<file path="config.mk">
export PLATFORM = sky130hd
export DESIGN_NAME = fcs_host
export DESIGN_NICKNAME = d
export VERILOG_FILES = /design/src/shared/fcs_pkg.sv /design/src/logic/fcs_host.sv
export SDC_FILE = /design/constraint.sdc
export NUM_CORES = 1
export LEC_CHECK = 0
export BUFFER_PORTS_ARGS = -buffer_cell sky130_fd_sc_hd__clkbuf_2
export CORE_ASPECT_RATIO = 1.2
export CORE_MARGIN = 2
export CORE_UTILIZATION = 45
export DETAILED_ROUTE_END_ITERATION = 6
export PLACE_DENSITY = 0.61
export SYNTH_ARGS = -nofsm -noshare
export SYNTH_HDL_FRONTEND = slang
export SYNTH_SLANG_ARGS = --single-unit
</file>
<file path="constraint.sdc">
create_clock -name clk -period 3 [get_ports clk]
set_clock_uncertainty 0.15 [all_clocks]
set_input_delay 0.3 -clock clk [delete_from_list [all_inputs] [get_ports clk]]
set_output_delay 0.3 -clock clk [all_outputs]
set_load 0.01 [all_outputs]
</file>
<file path="src/shared/fcs_pkg.sv">
// package for the flash command sequencer host controller
package fcs_pkg;
  // command codes
  localparam logic [7:0] CMD_READ_ARRAY   = 8'hff;
  localparam logic [7:0] CMD_READ_STATUS  = 8'h70;
  localparam logic [7:0] CMD_CLEAR_STATUS = 8'h50;
  localparam logic [7:0] CMD_BLOCK_ERASE  = 8'h20;
  localparam logic [7:0] CMD_CHIP_ERASE   = 8'h30;
  localparam logic [7:0] CMD_CONFIRM      = 8'hd0;
  localparam logic [7:0] CMD_WRITE_SETUP  = 8'h40;
  localparam logic [7:0] CMD_WRITE_ALT    = 8'h10;
  localparam logic [7:0] CMD_LOCK_SETUP   = 8'h60;
  localparam logic [7:0] CMD_LOCK_CONFIRM = 8'h01;
  // status bit positions
  localparam int SB_READY   = 7;
  localparam int SB_ERASE   = 5;
  localparam int SB_WRITE   = 4;
  localparam int SB_SUPPLY  = 3;
  localparam int SB_PROTECT = 1;
  localparam int XSB_AVAIL  = 7;
  // masks that drop reserved bits
  localparam logic [7:0] STATUS_MASK = 8'hfe;
  localparam logic [7:0] XSTAT_MASK  = 8'h80;
  // bus timing in ns and cycles at 40 MHz
  localparam int CLK_NS      = 25;
  localparam int T_WE_NS     = 50;
  localparam int T_RD_NS     = 100;
  localparam int T_RESET_NS  = 100;
  localparam int WE_CYC      = (T_WE_NS + CLK_NS - 1) / CLK_NS;
  localparam int RD_CYC      = (T_RD_NS + CLK_NS - 1) / CLK_NS;
  localparam int RESET_CYC   = (T_RESET_NS + CLK_NS - 1) / CLK_NS;
  // user operations
  typedef enum logic [2:0] {
    OP_BLOCK_ERASE = 3'h0,
    OP_CHIP_ERASE  = 3'h1,
    OP_WRITE       = 3'h2,
    OP_LOCK_SET    = 3'h3,
    OP_LOCK_CLEAR  = 3'h4,
    OP_READ_ARRAY  = 3'h5,
    OP_CLEAR_STAT  = 3'h6,
    OP_READ_XSTAT  = 3'h7
  } fcs_op_t;
  // outcome of the full status check
  typedef struct packed {
    logic seq_error;
    logic erase_fail;
    logic write_fail;
    logic supply_fail;
    logic protect;
  } fcs_result_t;
endpackage : fcs_pkg

</file>
<file path="src/logic/fcs_host.sv">
// host controller driving a clockless parallel nor flash through its pins
`timescale 1ns/1ps
`default_nettype none
module fcs_host #(
  parameter int AW         = 21,
  parameter int DW         = 16,
  parameter int POLL_LIMIT = 1000000
) (
  // clock and reset
  input  wire logic                   clk,
  input  wire logic                   resetn,
  input  wire logic                   clk_en,
  // user command port
  input  wire logic                   cmd_valid,
  output logic                        cmd_ready,
  input  wire fcs_pkg::fcs_op_t       cmd_op,
  input  wire logic [AW-1:0]          cmd_addr,
  input  wire logic [DW-1:0]          cmd_data,
  input  wire logic                   cmd_defer_check,
  input  wire logic                   cmd_check_lock,
  output logic                        done,
  output logic                        error,
  output fcs_pkg::fcs_result_t        result_q,
  output logic [7:0]                  status_q,
  output logic                        timeout_q,
  // flash pins
  output logic [AW-1:0]               flash_addr,
  input  wire logic [DW-1:0]          flash_dq_in,
  output logic [DW-1:0]               flash_dq_out,
  output logic                        flash_dq_oe,
  output logic                        flash_ce_n,
  output logic                        flash_oe_n,
  output logic                        flash_we_n,
  output logic                        reset_powerdown_pin_n
);

  typedef enum logic [3:0] {
    ST_RESET = 4'h0,
    ST_IDLE  = 4'h1,
    ST_PRE   = 4'h3,
    ST_PRERD = 4'h2,
    ST_SETUP = 4'h6,
    ST_CONF  = 4'h7,
    ST_POLL  = 4'h5,
    ST_CHECK = 4'h4,
    ST_DONE  = 4'hc,
    ST_XRD   = 4'hd
  } fcs_state_t;

  typedef enum logic [1:0] {
    BUS_IDLE  = 2'h0,
    BUS_WRITE = 2'h1,
    BUS_READ  = 2'h3
  } fcs_bus_t;

  fcs_state_t          state_q;
  fcs_bus_t            bus_q;
  logic [7:0]          cnt_q;
  logic [31:0]         poll_q;
  logic                bus_done;
  fcs_pkg::fcs_op_t    op_q;
  logic [AW-1:0]       addr_q;
  logic [DW-1:0]       data_q;
  logic                defer_q;
  logic                lock_q;
  logic [DW-1:0]       dq_s1_q, dq_s2_q, dq_s3_q;
  logic                done_q;
  logic [15:0]         codes;

  // returns setup and confirm codes of a two-write operation
  function automatic logic [15:0] op_codes(input fcs_pkg::fcs_op_t op);
    case (op)
      fcs_pkg::OP_BLOCK_ERASE: op_codes = {fcs_pkg::CMD_BLOCK_ERASE, fcs_pkg::CMD_CONFIRM};
      fcs_pkg::OP_CHIP_ERASE:  op_codes = {fcs_pkg::CMD_CHIP_ERASE, fcs_pkg::CMD_CONFIRM};
      fcs_pkg::OP_WRITE:       op_codes = {fcs_pkg::CMD_WRITE_SETUP, 8'h00};
      fcs_pkg::OP_LOCK_SET:    op_codes = {fcs_pkg::CMD_LOCK_SETUP, fcs_pkg::CMD_LOCK_CONFIRM};
      fcs_pkg::OP_LOCK_CLEAR:  op_codes = {fcs_pkg::CMD_LOCK_SETUP, fcs_pkg::CMD_CONFIRM};
      default:                 op_codes = {fcs_pkg::CMD_READ_ARRAY, fcs_pkg::CMD_READ_ARRAY};
    endcase
  endfunction

  // decodes the full status check of an operation
  function automatic fcs_pkg::fcs_result_t decode(input logic [7:0] sr, input fcs_pkg::fcs_op_t op,
                                                  input logic chk_lock);
    logic [7:0] m;
    m = sr & fcs_pkg::STATUS_MASK;
    decode.supply_fail = m[fcs_pkg::SB_SUPPLY];
    decode.protect     = m[fcs_pkg::SB_PROTECT] & (chk_lock || op == fcs_pkg::OP_LOCK_SET ||
                                                   op == fcs_pkg::OP_LOCK_CLEAR);
    decode.seq_error   = m[fcs_pkg::SB_WRITE] & m[fcs_pkg::SB_ERASE];
    decode.erase_fail  = m[fcs_pkg::SB_ERASE] & ~decode.seq_error;
    decode.write_fail  = m[fcs_pkg::SB_WRITE] & ~decode.seq_error;
  endfunction

  // three stage sampler for the data pins
  always_ff @(posedge clk or negedge resetn) begin
    if (!resetn) begin
      dq_s1_q <= '0;
      dq_s2_q <= '0;
      dq_s3_q <= '0;
    end else if (clk_en) begin
      dq_s1_q <= flash_dq_in;
      dq_s2_q <= dq_s1_q;
      dq_s3_q <= dq_s2_q;
    end
  end

  // bus cycle engine: write pulses we, read holds oe until sampled data settles
  assign bus_done = (bus_q == BUS_WRITE && cnt_q == 8'(fcs_pkg::WE_CYC)) ||
                    (bus_q == BUS_READ && cnt_q >= 8'(fcs_pkg::RD_CYC + 3) && dq_s2_q == dq_s3_q);

  always_ff @(posedge clk or negedge resetn) begin
    if (!resetn) begin
      cnt_q <= 8'h00;
    end else if (clk_en) begin
      // reset pin timing counts while the bus is idle
      if ((bus_q == BUS_IDLE && state_q != ST_RESET) || bus_done ||
          (state_q == ST_RESET && cnt_q == 8'(fcs_pkg::RESET_CYC)))
        cnt_q <= 8'h00;
      else
        cnt_q <= cnt_q + 8'h01;
    end
  end

  always_comb begin
    flash_ce_n  = (bus_q == BUS_IDLE);
    flash_we_n  = ~(bus_q == BUS_WRITE && cnt_q != 8'(fcs_pkg::WE_CYC));
    flash_oe_n  = ~(bus_q == BUS_READ);
    flash_dq_oe = (bus_q == BUS_WRITE);
    cmd_ready   = (state_q == ST_IDLE);
    done        = done_q;
    error       = |result_q;
    codes       = op_codes(op_q);
  end

  // command and pin sequencer
  always_ff @(posedge clk or negedge resetn) begin
    if (!resetn) begin
      state_q               <= ST_RESET;
      bus_q                 <= BUS_IDLE;
      op_q                  <= fcs_pkg::OP_READ_ARRAY;
      addr_q                <= '0;
      data_q                <= '0;
      defer_q               <= 1'b0;
      lock_q                <= 1'b0;
      flash_addr            <= '0;
      flash_dq_out          <= '0;
      status_q              <= 8'h00;
      result_q              <= '0;
      timeout_q             <= 1'b0;
      poll_q                <= '0;
      done_q                <= 1'b0;
      reset_powerdown_pin_n <= 1'b0;
    end else if (clk_en) begin
      done_q <= 1'b0;
      case (state_q)
        // pulse reset pin to clear device status
        ST_RESET: begin
          if (cnt_q == 8'(fcs_pkg::RESET_CYC)) begin
            reset_powerdown_pin_n <= 1'b1;
            state_q               <= ST_IDLE;
          end
        end
        ST_IDLE: begin
          if (cmd_valid) begin
            op_q      <= cmd_op;
            addr_q    <= cmd_addr;
            data_q    <= cmd_data;
            defer_q   <= cmd_defer_check;
            lock_q    <= cmd_check_lock;
            timeout_q <= 1'b0;
            poll_q    <= '0;
            flash_addr <= cmd_addr;
            bus_q     <= BUS_WRITE;
            case (cmd_op)
              fcs_pkg::OP_READ_ARRAY: begin
                flash_dq_out <= DW'(fcs_pkg::CMD_READ_ARRAY);
                state_q      <= ST_DONE;
              end
              fcs_pkg::OP_CLEAR_STAT: begin
                flash_dq_out <= DW'(fcs_pkg::CMD_CLEAR_STATUS);
                result_q     <= '0;
                state_q      <= ST_DONE;
              end
              fcs_pkg::OP_READ_XSTAT: begin
                flash_dq_out <= DW'(fcs_pkg::CMD_READ_STATUS);
                state_q      <= ST_XRD;
              end
              default: begin
                flash_dq_out <= DW'(fcs_pkg::CMD_READ_STATUS);
                state_q      <= ST_PRE;
              end
            endcase
          end
        end
        ST_PRE: if (bus_done) begin
          bus_q   <= BUS_READ;
          state_q <= ST_PRERD;
        end
        ST_PRERD: if (bus_done) begin
          status_q <= dq_s3_q[7:0] & fcs_pkg::STATUS_MASK;
          poll_q   <= poll_q + 32'h1;
          if (dq_s3_q[fcs_pkg::SB_READY]) begin
            bus_q        <= BUS_WRITE;
            flash_dq_out <= DW'(codes[15:8]);
            state_q      <= ST_SETUP;
          end else if (poll_q >= 32'(POLL_LIMIT)) begin
            timeout_q <= 1'b1;
            bus_q     <= BUS_IDLE;
            state_q   <= ST_DONE;
          end
        end
        ST_SETUP: if (bus_done) begin
          bus_q <= BUS_WRITE;
          // second write carries data for a write, else the confirm code, to same address
          if (op_q == fcs_pkg::OP_WRITE)
            flash_dq_out <= data_q;
          else
            flash_dq_out <= DW'(codes[7:0]);
          flash_addr <= addr_q;
          state_q    <= ST_CONF;
          poll_q     <= '0;
        end
        ST_CONF: if (bus_done) begin
          bus_q   <= BUS_READ;
          state_q <= ST_POLL;
        end
        ST_POLL: if (bus_done) begin
          status_q <= dq_s3_q[7:0] & fcs_pkg::STATUS_MASK;
          poll_q   <= poll_q + 32'h1;
          if (dq_s3_q[fcs_pkg::SB_READY]) begin
            bus_q   <= BUS_IDLE;
            state_q <= ST_CHECK;
          end else if (poll_q >= 32'(POLL_LIMIT)) begin
            timeout_q <= 1'b1;
            bus_q     <= BUS_IDLE;
            state_q   <= ST_DONE;
          end
        end
        ST_CHECK: begin
          // deferred check leaves sticky errors for later; chip erase always checked
          if (!defer_q || op_q == fcs_pkg::OP_CHIP_ERASE)
            result_q <= decode(status_q, op_q, lock_q);
          state_q <= ST_DONE;
        end
        ST_XRD: if (bus_done) begin
          if (bus_q == BUS_WRITE) begin
            bus_q <= BUS_READ;
          end else begin
            status_q <= dq_s3_q[7:0] & fcs_pkg::XSTAT_MASK;
            bus_q    <= BUS_IDLE;
            state_q  <= ST_DONE;
          end
        end
        ST_DONE: begin
          if (bus_q == BUS_IDLE || bus_done) begin
            bus_q   <= BUS_IDLE;
            done_q  <= 1'b1;
            state_q <= ST_IDLE;
          end
        end
        default: begin
          bus_q   <= BUS_IDLE;
          state_q <= ST_IDLE;
        end
      endcase
    end
  end

endmodule : fcs_host
`default_nettype wire

</file>
==> run metrics <==
PostCTS Resize Cnt=0; worst-margin pin slew=0.7685 ns; cts bufs inserted=17; sequential share of the synthesized area=0.4800; Buffers on Ports=119; Synthesized Nets=942; Via density=5.495; Clock Path Buffers=2; minimum clock period=2.473 ns; Hold Path Class=input pin to register; non-filler instance count after layout=1316; fin. max-slew vios=0; final WL=21890 um; clk sinks=188; outcome=complete, no violations; core area=21560 um^2; Placed Cells=1229; clk root buf=clkbuf_16; MaxCap Viol Count=0; area delta synth->final=20.49%; IO Count=121; Setup TNS=0 ns; Crit Path Category=register to register; detailed-placement wirelength estimate=roughly 14000 um; Top FF cell, synth=dfrtp_1; H-tree levels=4; DRC errors left=0; Post-DRT Antenna Nets=0; # fillers=1888; Cells after Synth=slightly below 900; crit-path leading delay family=simple AND/OR/NAND/NOR gates; clk_lat worst skew=0.44 ns; GRT Residual Overflow=0; Clock transition at path regs=0.08 ns; Tcrit/Tclk final=0.8244; drt first pass iters=4; P_leak=5.041 nW; largest fanout on the critical path=33; WP data arrival=approximately 2.7 ns; YS warnings=0; Mean Syn Cell Area=11.21 um^2; initial drt markers=470; diode count=0; routed len/inst=16.63 um; share of cells above drive strength 1=0.3234; NumNets Final=roughly 1.1k; Unique masters post-synth=76; die area=22990 um^2; Worst slew margin=0.4876; CP peak stage delay=0.49 ns; Critical Path Sink Type=register; CTS tree=yes; Yosys reg bits=188; Multi-input gate area=between 4000 and 5000 um^2; FMAX=0.4043 GHz; Power Dens Cells=721.0 nW/um^2; Rows=59; Post-synth ARST share=1.000; largest net degree at the start of global routing=103; CP max stage cell=dfrtp_1; initial antenna violation count=0; CP Launch Type=register; initial core utilization=0.4550; RSZ-0062 raised after global routing=false; # setup viols final=0; critical path data required time=around 3.2 ns; Vias=7231; Post-Syn Area=9807 um^2; peak supply drop=roughly 0.00040 V; Buf/Inv on CP=1; final hold vios=0; hold-fix buffer count after cts=56; Setup Fix Bufs, Post-CTS=0; first-pass GRT wire length=36960 um; GRT Total Usage=0.1950; die width=138.8 um; Sequential Area=4707 um^2; cells along the critical path=nand3b_1, nand2b_1, and3_1, nand4_2, buf_4, a2111oi_2, mux2i_1; chip height=about 170 um; Routability Congestion=slightly above 0.8; EDFF count, synth=0; number of global-route vias before repair=7308
==> kinds of logic (layout without fill, tap and decap cells) <==
group | count (synthesis) | in the layout | share of synthesized area
flip-flops | 188 | 188 | 0.4800
other | 1 | 1 | 0.0003824
buffers and inverters | 122 | 289 | 0.05422
multiplexers | 185 | 185 | 0.2068
XOR/XNOR | 18 | 18 | 0.01608
adder cells (fa/ha/maj) | 5 | 5 | 0.006379
AO/OA/AOI/OAI | 175 | 175 | 0.1335
AND/OR/NAND/NOR | 181 | 181 | 0.1027
==> worst reg2reg max path: stages (launching register included) <==
cell and delay (ns):
dfrtp_1 0.49, nand3b_1 0.30, nand2b_1 0.12, and3_1 0.25, nand4_2 0.13, buf_4 0.30, a2111oi_2 0.46, mux2i_1 0.22
==> placed cells by master, fill, tap and decap left out, drive strengths merged, types with 3 or more instances in the layout <==
master       instances
nand2b               7
or3                  3
inv                 68
nand2               57
a21oi               30
o211ai              62
nor2b                6
clkbuf             136
nor3                10
a211oi              11
ha                   5
dlygate4sd3         56
o22ai                4
and3                11
o21a                 5
xnor2               17
and2                 4
nor4                10
o31ai                5
mux2i               44
o221ai               5
clkinv               6
nand3               24
nand3b               4
o21ai               25
nor2                17
a31oi                6
buf                 22
nand4               21
mux2               141
a21boi               4
dfrtp              186
==> where the power goes <==
part           total, mW  internal, mW  switching [mW]
logic               2.52          1.22            1.30
registers           3.75          3.25           0.501
clock network       2.25          1.18            1.07
total               8.52          5.65            2.87
==> cells in the mapped netlist (all sizes together), types with 11 or more instances <==
library cell    n  share of area
dfrtp         186           0.47
o21ai          25          0.015
nand3          24          0.014
mux2          141           0.16
nand2          57          0.022
clkbuf         24         0.0092
a21oi          30          0.016
buf            36          0.021
xnor2          17          0.015
nand4          21          0.016
inv            62          0.024
nor2           17         0.0068
and3           11         0.0070
o211ai         62          0.047
a211oi         11          0.014
mux2i          44          0.045
==> registers in the layout, indices dropped and copies added, names as in the netlist <==
name and count:
result_q 5, dq_s1_q 16, defer_q 1, status_q 7, addr_q 21, data_q 16
timeout_q 1, reset_powerdown_pin_n 1, state_q 4, cnt_q 8, flash_dq_out 16, op_q 3
bus_q 2, lock_q 1, dq_s2_q 16, poll_q 32, dq_s3_q 16, done 1
flash_addr 21
==> worst paths after layout <==
path / startpoint / to / slack [ns] / depth (start not counted)
hold reg to reg: reset_powerdown_pin_n$_DFFE_PN0P_ / reset_powerdown_pin_n$_DFFE_PN0P_ / 0.33 / 1
setup / recovery: state_q[1]$_DFFE_PN0P_ / poll_q[15]$_DFFE_PN0P_ / 0.53 / 7
min in group asynchronous: resetn / poll_q[11]$_DFFE_PN0P_ / 0.31 / 2
setup reg to reg: state_q[1]$_DFFE_PN0P_ / poll_q[15]$_DFFE_PN0P_ / 0.53 / 7
max in group asynchronous: resetn / dq_s2_q[3]$_DFFE_PN0P_ / 1.64 / 3
hold / removal: cmd_op[2] / op_q[2]$_DFFE_PN1P_ / 0.05 / 2
==> per-layer routing <==
layer | vias up | track usage | routed length [um]
met4 | 0 | 0.06456 | 490
met1 | 3562 | 0.2606 | 9831
met5 | - | 0 | 0
met2 | 142 | 0.3228 | 10830
li1 | 3489 | - | -
met3 | 38 | 0.03469 | 742
==> final cells by class <==
type / instances / share of cell area
well taps: 274 / 0.02901
flip-flops and latches: 188 / 0.3983
clock buffers: 18 / 0.03632
inverters: 62 / 0.01970
clock inverters: 13 / 0.01281
repair buffers: 196 / 0.1172
multi-input cells: 565 / 0.3866
==> metrics by stage <==
step | setup slack (ns) | power, mW | cell area, um^2 | util | hold WS (ns)
after floorplan | 0.8201 | 5.354 | 9807 | - | -0.1456
after global placement | 0.5471 | 6.211 | 10680 | 0.4952 | 0.2529
after detailed placement | 0.5159 | 6.272 | 10680 | 0.4952 | 0.2529
after CTS | 0.5032 | 8.601 | 11820 | 0.5482 | 0.03611
after global routing | 0.2875 | 9.055 | 11820 | 0.5482 | 0.04016
final | 0.5268 | 8.519 | 11820 | 0.5482 | 0.04813
No activity file was read; power rests on OpenSTA's default activity.
